### config.mk
export PLATFORM = sky130hd
export DESIGN_NAME = cnmt_top
export DESIGN_NICKNAME = d
export VERILOG_FILES = /design/src/cnmt_pkg.sv /design/src/cnmt_sync_if.sv /design/src/cnmt_sync.sv /design/src/cnmt_top.sv
export VERILOG_INCLUDE_DIRS = /design/src
export SDC_FILE = /design/constraint.sdc
export NUM_CORES = 1
export LEC_CHECK = 0
export BUFFER_PORTS_ARGS = -buffer_cell sky130_fd_sc_hd__buf_2
export CAP_MARGIN = 20
export CORE_MARGIN = 8
export CORE_UTILIZATION = 45
export DETAILED_ROUTE_END_ITERATION = 12
export HOLD_SLACK_MARGIN = 0.05
export PLACE_DENSITY_LB_ADDON = 0.08
export SETUP_SLACK_MARGIN = 0.1
export SKIP_LAST_GASP = 1
export SYNTH_ARGS = -nofsm -noshare
export SYNTH_HDL_FRONTEND = slang
export SYNTH_SLANG_ARGS = --single-unit
### constraint.sdc
create_clock -name sys_clk -period 5.6 [get_ports sys_clk]
set_clock_uncertainty 0.2 [all_clocks]
set_input_delay 1.12 -clock sys_clk [delete_from_list [all_inputs] [get_ports sys_clk]]
set_output_delay 1.12 -clock sys_clk [all_outputs]
set_load 0.01 [all_outputs]
### src/cnmt_defines.svh
// offsets, field positions, reset values and codes of the network-management state machine
`ifndef CNMT_DEFINES_SVH
`define CNMT_DEFINES_SVH
`define CNMT_ADDR_CTRL 4'h0
`define CNMT_ADDR_STATUS 4'h4
`define CNMT_ADDR_EMCY 4'h8
`define CNMT_CTRL_MASTER 0
`define CNMT_CTRL_RESTORE 1
`define CNMT_CTRL_RST_APP 2
`define CNMT_CTRL_RST_COMM 3
`define CNMT_MASTER_RST 1'b0
`define CNMT_CS_START 8'h01
`define CNMT_CS_STOP 8'h02
`define CNMT_CS_PREOP 8'h80
`define CNMT_CS_RST_NODE 8'h81
`define CNMT_CS_RST_COMM 8'h82
`define CNMT_EMCY_DV_LOST 16'hff10
`define CNMT_EMCY_CFG_FAIL 16'h6161
`endif

### src/cnmt_pkg.sv
// types of the network-management state machine
package cnmt_pkg;
	typedef enum logic [1:0] {
		CNMT_INIT = 2'b00,
		CNMT_PREOP = 2'b01,
		CNMT_OPER = 2'b10,
		CNMT_STOPPED = 2'b11
	} cnmt_state_t;
	typedef enum logic [1:0] {
		CNMT_PH_BASIC = 2'b00,
		CNMT_PH_RST_APP = 2'b01,
		CNMT_PH_RST_COMM = 2'b10,
		CNMT_PH_DONE = 2'b11
	} cnmt_phase_t;
	typedef struct packed {
		logic s1;
		logic s2;
		logic s3;
		logic clean;
	} cnmt_sync_st_t;
	typedef struct packed {
		cnmt_state_t state;
		cnmt_phase_t phase;
		logic master;
		logic restore_pend;
		logic param_rcv;
		logic data_upd;
		logic boot_done;
		logic dv_q;
		logic run_q;
		logic pend_dv_lost;
		logic pend_cfg_fail;
		logic emcy_valid;
		logic [15:0] emcy_code;
		logic [15:0] emcy_last;
		logic load_stored;
		logic load_default;
		logic hold_data;
		logic tx_retained;
		logic [31:0] rdata;
	} cnmt_st_t;
endpackage

### src/cnmt_sync_if.sv
// raw pin level and its filtered copy between the top and a synchroniser
`timescale 1ns/10ps
`default_nettype none
interface cnmt_sync_if;
	logic raw;
	logic clean;
	modport sync (input raw, output clean);
	modport user (output raw, input clean);
endinterface
`default_nettype wire

### src/cnmt_sync.sv
// three-stage pin synchroniser that accepts a change once stages two and three agree
`timescale 1ns/10ps
`default_nettype none
module cnmt_sync
	import cnmt_pkg::*;
(
	input wire logic sys_clk, // device clock
	input wire logic rstn, // async reset, low
	cnmt_sync_if.sync sif // pin in, filtered level out
);
	cnmt_sync_st_t st_ff;
	cnmt_sync_st_t nxt_st;

	// first stage feeds only the second, never the compare
	always_comb
	begin
		nxt_st = st_ff;
		nxt_st.s1 = sif.raw;
		nxt_st.s2 = st_ff.s1;
		nxt_st.s3 = st_ff.s2;
		if (st_ff.s2 == st_ff.s3)
		begin
			nxt_st.clean = st_ff.s3;
		end
	end

	always_ff @(posedge sys_clk or negedge rstn)
	begin
		if (!rstn)
		begin
			st_ff <= '0;
		end
		else
		begin
			st_ff <= nxt_st;
		end
	end

	assign sif.clean = st_ff.clean;
endmodule
`default_nettype wire

### src/cnmt_top.sv
// network-management state machine of a fieldbus-to-CANopen bridge node
//
// Local design decisions: the plain strobed port and the address map.
`timescale 1ns/10ps
`default_nettype none
`include "cnmt_defines.svh"
module cnmt_top
	import cnmt_pkg::*;
(
	input wire logic sys_clk, // device clock, 250 MHz
	input wire logic rstn, // async reset, low
	input wire logic [3:0] reg_addr, // register byte address
	input wire logic [31:0] reg_wdata, // register write data
	input wire logic reg_wr, // write strobe
	input wire logic reg_rd, // read strobe
	output logic [31:0] reg_rdata, // read data, cycle after strobe
	input wire logic plc_run_pin, // PLC switch, high = RUN
	input wire logic plc_dv_pin, // data valid from PLC side
	input wire logic fb_link_pin, // fieldbus connection up
	input wire logic nmt_valid, // network command strobe
	input wire logic [7:0] nmt_cmd, // network command specifier
	input wire logic stored_valid, // stored parameters present
	input wire logic param_telegram, // parameter telegram received
	input wire logic data_updated, // all PLC data updated once
	input wire logic mand_nodes_ok, // mandatory nodes up, configured
	input wire logic guard_ok, // heartbeat or guarding running
	input wire logic cfg_fail, // concise configuration failed
	output logic [1:0] nmt_state, // current network state
	output logic [1:0] init_phase, // initialization phase
	output logic sdo_en, // configuration access allowed
	output logic pdo_en, // process data exchange active
	output logic guard_en, // guarding and heartbeat allowed
	output logic load_stored, // load stored parameters, pulse
	output logic load_default, // load profile defaults, pulse
	output logic hold_data, // keep last received data
	output logic tx_retained, // send retained data, pulse
	output logic diag_param_err, // parameterization error
	output logic diag_error, // general error until boot-up
	output logic emcy_valid, // emergency pending
	output logic [15:0] emcy_code, // emergency code
	input wire logic emcy_ready // emergency taken
);
	cnmt_st_t st_ff;
	cnmt_st_t nxt_st;
	cnmt_sync_if run_if();
	cnmt_sync_if dv_if();
	cnmt_sync_if link_if();
	logic run;
	logic dv;
	logic link;
	logic cmd_start;
	logic cmd_stop;
	logic cmd_preop;
	logic cmd_rst_node;
	logic cmd_rst_comm;
	logic loc_rst_app;
	logic loc_rst_comm;
	logic ctrl_wr;
	logic emcy_take;
	logic dv_lost;
	logic run_rise;
	logic boot_cond;

	assign run_if.raw = plc_run_pin;
	assign dv_if.raw = plc_dv_pin;
	assign link_if.raw = fb_link_pin;

	cnmt_sync u_run_sync (
		.sys_clk(sys_clk),
		.rstn(rstn),
		.sif(run_if)
	);

	cnmt_sync u_dv_sync (
		.sys_clk(sys_clk),
		.rstn(rstn),
		.sif(dv_if)
	);

	cnmt_sync u_link_sync (
		.sys_clk(sys_clk),
		.rstn(rstn),
		.sif(link_if)
	);

	assign run = run_if.clean;
	assign dv = dv_if.clean;
	assign link = link_if.clean;

	// start, stop and pre-operational commands are only decoded in slave mode, reset commands in both modes
	// other specifiers match no decode
	assign cmd_start = nmt_valid && !st_ff.master && (nmt_cmd == `CNMT_CS_START);
	assign cmd_stop = nmt_valid && !st_ff.master && (nmt_cmd == `CNMT_CS_STOP);
	assign cmd_preop = nmt_valid && !st_ff.master && (nmt_cmd == `CNMT_CS_PREOP);
	assign cmd_rst_node = nmt_valid && (nmt_cmd == `CNMT_CS_RST_NODE);
	assign cmd_rst_comm = nmt_valid && (nmt_cmd == `CNMT_CS_RST_COMM);

	assign ctrl_wr = reg_wr && (reg_addr == `CNMT_ADDR_CTRL);
	assign loc_rst_app = ctrl_wr && reg_wdata[`CNMT_CTRL_RST_APP];
	assign loc_rst_comm = ctrl_wr && reg_wdata[`CNMT_CTRL_RST_COMM];

	assign emcy_take = st_ff.emcy_valid && emcy_ready;
	assign dv_lost = st_ff.dv_q && !dv;
	assign run_rise = run && !st_ff.run_q;
	assign boot_cond = mand_nodes_ok && guard_ok && st_ff.data_upd;

	always_comb
	begin
		nxt_st = st_ff;
		nxt_st.dv_q = dv;
		nxt_st.run_q = run;
		nxt_st.load_stored = 1'b0;
		nxt_st.load_default = 1'b0;
		nxt_st.tx_retained = 1'b0;
		nxt_st.rdata = 32'h0;

		if (ctrl_wr)
		begin
			nxt_st.master = reg_wdata[`CNMT_CTRL_MASTER];
		end
		// restore request kept until next load
		if (ctrl_wr && reg_wdata[`CNMT_CTRL_RESTORE])
		begin
			nxt_st.restore_pend = 1'b1;
		end
		if (param_telegram)
		begin
			nxt_st.param_rcv = 1'b1;
		end
		if (data_updated)
		begin
			nxt_st.data_upd = 1'b1;
		end

		// retain data while PLC stopped or link lost
		nxt_st.hold_data = !run || !link;
		// replay retained data on return to RUN
		if (run_rise && link && (st_ff.state == CNMT_OPER))
		begin
			nxt_st.tx_retained = 1'b1;
		end

		// state moves only on listed causes
		case (st_ff.state)
			CNMT_INIT:
			begin
				case (st_ff.phase)
					CNMT_PH_BASIC:
					begin
						nxt_st.phase = CNMT_PH_RST_APP;
						nxt_st.data_upd = data_updated;
						nxt_st.boot_done = 1'b0;
					end
					CNMT_PH_RST_APP:
					begin
						// stored values unless absent or restore asked
						if (stored_valid && !st_ff.restore_pend)
						begin
							nxt_st.load_stored = 1'b1;
						end
						else
						begin
							nxt_st.load_default = 1'b1;
						end
						nxt_st.restore_pend = ctrl_wr && reg_wdata[`CNMT_CTRL_RESTORE];
						nxt_st.phase = CNMT_PH_RST_COMM;
					end
					CNMT_PH_RST_COMM:
					begin
						nxt_st.phase = CNMT_PH_DONE;
					end
					default:
					begin
						nxt_st.state = CNMT_PREOP;
						if (!st_ff.master)
						begin
							nxt_st.boot_done = 1'b1;
						end
					end
				endcase
			end
			CNMT_PREOP:
			begin
				if (st_ff.master)
				begin
					// RUN enters operational only after data update
					if (run && link && st_ff.data_upd)
					begin
						nxt_st.state = CNMT_OPER;
						nxt_st.tx_retained = 1'b1;
					end
				end
				else if (cmd_start)
				begin
					nxt_st.state = CNMT_OPER;
				end
				else if (cmd_stop)
				begin
					nxt_st.state = CNMT_STOPPED;
				end
			end
			CNMT_OPER:
			begin
				if (st_ff.master)
				begin
					if (!run)
					begin
						nxt_st.state = CNMT_PREOP;
					end
				end
				else if (dv_lost)
				begin
					nxt_st.state = CNMT_PREOP;
				end
				else if (cmd_preop)
				begin
					nxt_st.state = CNMT_PREOP;
				end
				else if (cmd_stop)
				begin
					nxt_st.state = CNMT_STOPPED;
				end
			end
			CNMT_STOPPED:
			begin
				// a switch to master leaves stopped at once
				if (st_ff.master)
				begin
					nxt_st.state = CNMT_PREOP;
				end
				else if (cmd_start)
				begin
					nxt_st.state = CNMT_OPER;
				end
				else if (cmd_preop)
				begin
					nxt_st.state = CNMT_PREOP;
				end
			end
			default:
			begin
				nxt_st.state = CNMT_INIT;
				nxt_st.phase = CNMT_PH_BASIC;
			end
		endcase

		// resets re-enter initialization from running states
		if (st_ff.state != CNMT_INIT)
		begin
			if (cmd_rst_node || loc_rst_app)
			begin
				nxt_st.state = CNMT_INIT;
				nxt_st.phase = CNMT_PH_BASIC;
			end
			else if (cmd_rst_comm || loc_rst_comm)
			begin
				nxt_st.state = CNMT_INIT;
				nxt_st.phase = CNMT_PH_RST_COMM;
				nxt_st.boot_done = 1'b0;
			end
		end

		// master boot-up completes on all criteria
		if (st_ff.master && (nxt_st.state != CNMT_INIT) && boot_cond)
		begin
			nxt_st.boot_done = 1'b1;
		end

		// set wins over the clear by the taken emergency
		if (emcy_take)
		begin
			nxt_st.emcy_valid = 1'b0;
		end
		if (!st_ff.emcy_valid || emcy_take)
		begin
			if (st_ff.pend_dv_lost)
			begin
				nxt_st.emcy_valid = 1'b1;
				nxt_st.emcy_code = `CNMT_EMCY_DV_LOST;
				nxt_st.pend_dv_lost = 1'b0;
			end
			else if (st_ff.pend_cfg_fail)
			begin
				nxt_st.emcy_valid = 1'b1;
				nxt_st.emcy_code = `CNMT_EMCY_CFG_FAIL;
				nxt_st.pend_cfg_fail = 1'b0;
			end
		end
		if (emcy_take)
		begin
			nxt_st.emcy_last = st_ff.emcy_code;
		end
		// emergency on data-valid loss in slave operation
		if (dv_lost && !st_ff.master && (st_ff.state == CNMT_OPER))
		begin
			nxt_st.pend_dv_lost = 1'b1;
		end
		if (cfg_fail)
		begin
			nxt_st.pend_cfg_fail = 1'b1;
		end

		if (reg_rd)
		begin
			case (reg_addr)
				`CNMT_ADDR_CTRL:
				begin
					nxt_st.rdata = {28'h0, 2'h0, st_ff.restore_pend, st_ff.master};
				end
				`CNMT_ADDR_STATUS:
				begin
					nxt_st.rdata = {20'h0, link, dv, run, st_ff.boot_done,
						st_ff.param_rcv, st_ff.data_upd, st_ff.phase, st_ff.state, 2'h0};
				end
				`CNMT_ADDR_EMCY:
				begin
					nxt_st.rdata = {st_ff.emcy_last, st_ff.emcy_code};
				end
				default:
				begin
					nxt_st.rdata = 32'h0;
				end
			endcase
		end
	end

	always_ff @(posedge sys_clk or negedge rstn)
	begin
		if (!rstn)
		begin
			st_ff <= '{state: CNMT_INIT, phase: CNMT_PH_BASIC, master: `CNMT_MASTER_RST,
				hold_data: 1'b1, default: '0};
		end
		else
		begin
			st_ff <= nxt_st;
		end
	end

	assign nmt_state = st_ff.state;
	assign init_phase = st_ff.phase;
	// configuration access outside init and stopped
	assign sdo_en = (st_ff.state == CNMT_PREOP) || (st_ff.state == CNMT_OPER);
	assign pdo_en = (st_ff.state == CNMT_OPER);
	assign guard_en = (st_ff.state != CNMT_INIT);
	assign load_stored = st_ff.load_stored;
	assign load_default = st_ff.load_default;
	assign hold_data = st_ff.hold_data;
	assign tx_retained = st_ff.tx_retained;
	// parameter error, then general error until boot-up
	assign diag_param_err = !st_ff.param_rcv;
	assign diag_error = st_ff.param_rcv && !st_ff.boot_done;
	assign emcy_valid = st_ff.emcy_valid;
	assign emcy_code = st_ff.emcy_code;
	assign reg_rdata = st_ff.rdata;
endmodule
`default_nettype wire

# Word-level counts from Yosys, hierarchy flattened

Index checks and enable logic that the tools add are counted.
Widths: inputs -> output; s select.

Equality and inequality tests: 16
Multiplexer cells: 47
Reductions and logical operators: 51

Operators with widths:

| cell               | number |
|---|---|
| $pmux 32 s3        | 1 |
| $mux 17            | 2 |
| $mux 2             | 16 |
| $mux 32            | 1 |
| $logic_and 1x1->1  | 25 |
| $eq 8x8->1 const B | 3 |
| $mux 1             | 20 |
| $mux 19            | 1 |
| $mux 4             | 3 |
| $reduce_bool 2->1  | 5 |
| $logic_not 1->1    | 9 |
| $eq 8x1->1 const B | 1 |
| $eq 8x2->1 const B | 1 |
| $pmux 2 s4         | 1 |
| $eq 2x2->1 const B | 3 |
| $pmux 2 s3         | 1 |
| $logic_or 1x1->1   | 5 |
| $eq 2x1->1 const B | 2 |
| $eq 4x3->1 const B | 1 |
| $eq 4x4->1 const B | 1 |
| $logic_not 2->1    | 2 |
| $logic_not 4->1    | 1 |
| $reduce_and 2->1   | 2 |
| $eq 1x1->1         | 3 |
| 4 further kinds    | 4 |

Register bits: 94
Output and inout bits: 62
Logic and storage cells: 145

# Logic depth before layout (Yosys ltp)

Depth after elaboration: 15
Mapped depth: 9

# Hierarchy

From an unflattened synthesis, not the netlist that was laid out.

Cell total of the unflattened synthesis: 254
Area, all modules: 2708.8 µm²

Modules (own cells, without submodules):

| module    | instances | cells each | area each (µm²) | sequential area each (µm²) |
|---|---|---|---|---|
| cnmt_top  | 1         | 239        | 2374.8          | 1052.3 |
| cnmt_sync | 3         | 5          | 111.4           | 100.1 |

# Least setup slack after synthesis

OpenSTA, ideal clock, no wires.

Path type: in2reg
Start point: input nmt_cmd[5]
End point: register st_ff[73] (netlist bit)
Arrival: 2.458 ns
Setup slack: 2.799 ns
Stages on the path: 5
Path buffers: 0
Cells stage by stage: or4b_4 > nor4_4 > o32ai_2 > a211oi_2 > a41oi_2

RTL lines:

| element                | line            | RTL |
|---|---|---|
| start: declaration     | cnmt_top.sv:21  | `input wire logic [7:0] nmt_cmd,` |
| end signal: assignment | cnmt_top.sv:331 | `` st_ff <= '{state: CNMT_INIT, phase: CNMT_PH_BASIC, master: `CNMT_MASTER_RST, `` |
| end signal: assignment | cnmt_top.sv:336 | `st_ff <= nxt_st;` |
| end: declaration       | cnmt_top.sv:43  | `cnmt_st_t st_ff;` |

# Final worst setup path

Start point: register st_ff (netlist bit nmt_state[1])
End point: output guard_en

Longest elaborated chain between the ends: 1

RTL lines:

| element           | line            | RTL |
|---|---|---|
| $reduce_bool 2->1 | cnmt_top.sv:345 | `assign guard_en = (st_ff.state != CNMT_INIT);` |
| end: declaration  | cnmt_top.sv:32  | `output logic guard_en,` |

No other way between the ends.

==> qor.csv <==
metric;value;unit
finalNonFillerCells;377;
via_count;1863;
hold_class;register to register;
grt_pass1_vias;1903;
antenna_found_initial;0;
viasPerCell;4.94;
initial_core_util;0.464;
layout_commonest_cell;buf_2;
path_delay_family;buffers and inverters;
postSynthAreaPerCell;10.6;sq um
gp_congestion;0.788;
grt-ovfl-total;0;
cts.sinks;54;
cts_root_buffer;clkbuf_8;
die_h;93.9;um
grt_usage;0.134;
cp_data_arrival_time;1.76;ns
hold_viol_final;0;
finalSetupTns;0;ns
diodes;0;
worst_setup_path_start_kind;register;
yosysSeqAreaShare;0.495;
io_buffer_count;88;
maxSlewHeadroom;0.541;
path_common_cell;inv_1;
cts.reportedPaths.clkPinSlew;0.10;ns
nets;368;
finalSetupViolCount;0;
grt_pass1_wl;9520;um
synth_top_area_share;0.485;
cts_max_level;2;
min_period_over_period;0.550;
ios;121;
worst_skew_pair.late_latency;0.31;ns
synthCells;258;
syn_area;2730;sq um
slew_viol_final;0;
rows;28;
core-area;5890;sq um
ant_nets;0;
setup.worst_path.class;register to output port;
drt_iter0_markers;47;
synth_area_leaders;dfrtp_1 49%, buf_4 14%, ha_1 3.7%;
synth_edf_count;0;
worstPathMaxFanout;8;
worst_pin_slew;0.687;ns
cp-end-kind;output port;
status;complete, no violations;
vdd_drop_max;220;uV
yosysWarnings;0;
power_density;359;nW/um^2
cts_resized;0;
dpl.cell_count;369;
cp_num_buf_inv;3;
crit_chain;inv_1, ha_1, inv_1, buf_2;
layout-drive-gt1-share;0.374;
die_w;93.9;um
grt_max_degree;55;
min_period;3.08;ns
cts_tree;built;
dr.pass1.iters;4;
remaining_drc_errors;0;
synth_cell_type_count;51;
fill_cells;548;
maxCapViolCount;0;
fmax;325;MHz
wl;5830;um
rsz0062_at_grt;no;
place_hpwl;4470;um
cts_buffers;5;
cpPeakStageDelay;0.49;ns
synthFlopType;dfrtp_1;
clockBufferDepth;2;
p_leak;1.54;nW
slowest_stage;dfrtp_1;
syn_to_final_growth;9.15;%
synth_top_area_cell;dfrtp_1;
async_flop_share;1.00;
required;4.28;ns
synth-seq-cells;54;
wire_per_inst;15.5;um
layout_common_cells;88 x buf_2, 53 x dfrtp_1, 25 x nand2_1;
cts_hold_buf;0;
die-area;8830;sq um
post-cts-setup-buffer-count;0;
[cells in the mapped netlist (2+ instances only)]
cell / instances
nor3_1: 6
ha_1: 8
nor2b_1: 5
mux2_2: 3
xnor2_1: 2
clkbuf_1: 2
and3_1: 9
inv_1: 12
o22ai_1: 2
nor4_1: 4
buf_4: 52
a32o_1: 2
a22o_1: 2
or2_2: 3
nor2_1: 7
nand2b_1: 3
nand2_1: 25
dfrtp_1: 53
o21ai_0: 9
a31oi_1: 3
maj3_1: 3
a21oi_1: 14
[metrics by stage]
step                worst slack [ns]  instance area [sq um]  power, mW  utilization  hold WS, ns
floorplan                       2.80                   2750      0.722            -        0.131
global placement                2.50                   2860      0.803        0.486        0.133
detailed placement              2.45                   2860      0.808        0.486        0.136
CTS                             2.51                   2980       1.08        0.507        0.160
global route                    2.40                   2980       1.15        0.507        0.175
finish                          2.52                   2980       1.07        0.507        0.156
[cell type report]
class	count	area [sq um]	share of cell area
Clock buffer	6	82.6	0.0277
Tap cell	75	93.8	0.0314
Sequential cell	54	1350	0.453
Timing Repair Buffer	89	448	0.150
Inverter	12	45.0	0.0151
Clock inverter	2	38.8	0.0130
Multi-Input combinational cell	139	923	0.309
[registers in the layout (all words and copies together) (netlist names), 2 cells and up]
signal              cells
reg_rdata              18
u_link_sync.nxt_st      2
u_dv_sync.nxt_st        2
emcy_code               3
st_ff                  12
u_run_sync.nxt_st       2
init_phase              2
nmt_state               2
[final timing paths]
check | startpoint | cells past startpoint | endpoint | slack, ns
setup / recovery | nmt_state[1] | 4 | guard_en | 2.52
hold / removal | u_run_sync.nxt_st[2] | 0 | u_run_sync.nxt_st[1] | 0.16
setup reg to reg | nmt_state[1] | 8 | st_ff[73] | 3.04
hold reg to reg | u_run_sync.nxt_st[2] | 0 | u_run_sync.nxt_st[1] | 0.16
max in group asynchronous | rstn | 2 | nmt_state[0] | 4.04
min in group asynchronous | rstn | 2 | reg_rdata[15] | 0.71
[where the power goes]
| group | internal (mW) | switching [mW] |
|---|---|---|
| logic | 0.125 | 0.186 |
| clock network | 0.147 | 0.128 |
| registers | 0.432 | 0.0535 |
[layer usage]
| layer | vias up | GRT usage | routed length, um |
|---|---|---|---|
| met5 | - | 0 | 0 |
| met4 | 0 | 0.0396 | 65 |
| met3 | 5 | 0.0400 | 488 |
| met2 | 56 | 0.216 | 2650 |
| met1 | 887 | 0.170 | 2620 |
| li1 | 915 | - | - |
[cell families (layout without fill, tap and decap cells)]
logic type | after synthesis | count (layout) | synth area share
AND/OR/NAND/NOR | 71 | 71 | 0.143
buffers and inverters | 69 | 109 | 0.173
flip-flops | 54 | 54 | 0.495
AO/OA/AOI/OAI | 46 | 46 | 0.118
adder cells (fa/ha/maj) | 11 | 11 | 0.0476
multiplexers | 4 | 4 | 0.0160
XOR/XNOR | 2 | 2 | 0.00641
other | 1 | 5 | 0.00137
No activity file was read; power rests on OpenSTA's default activity.
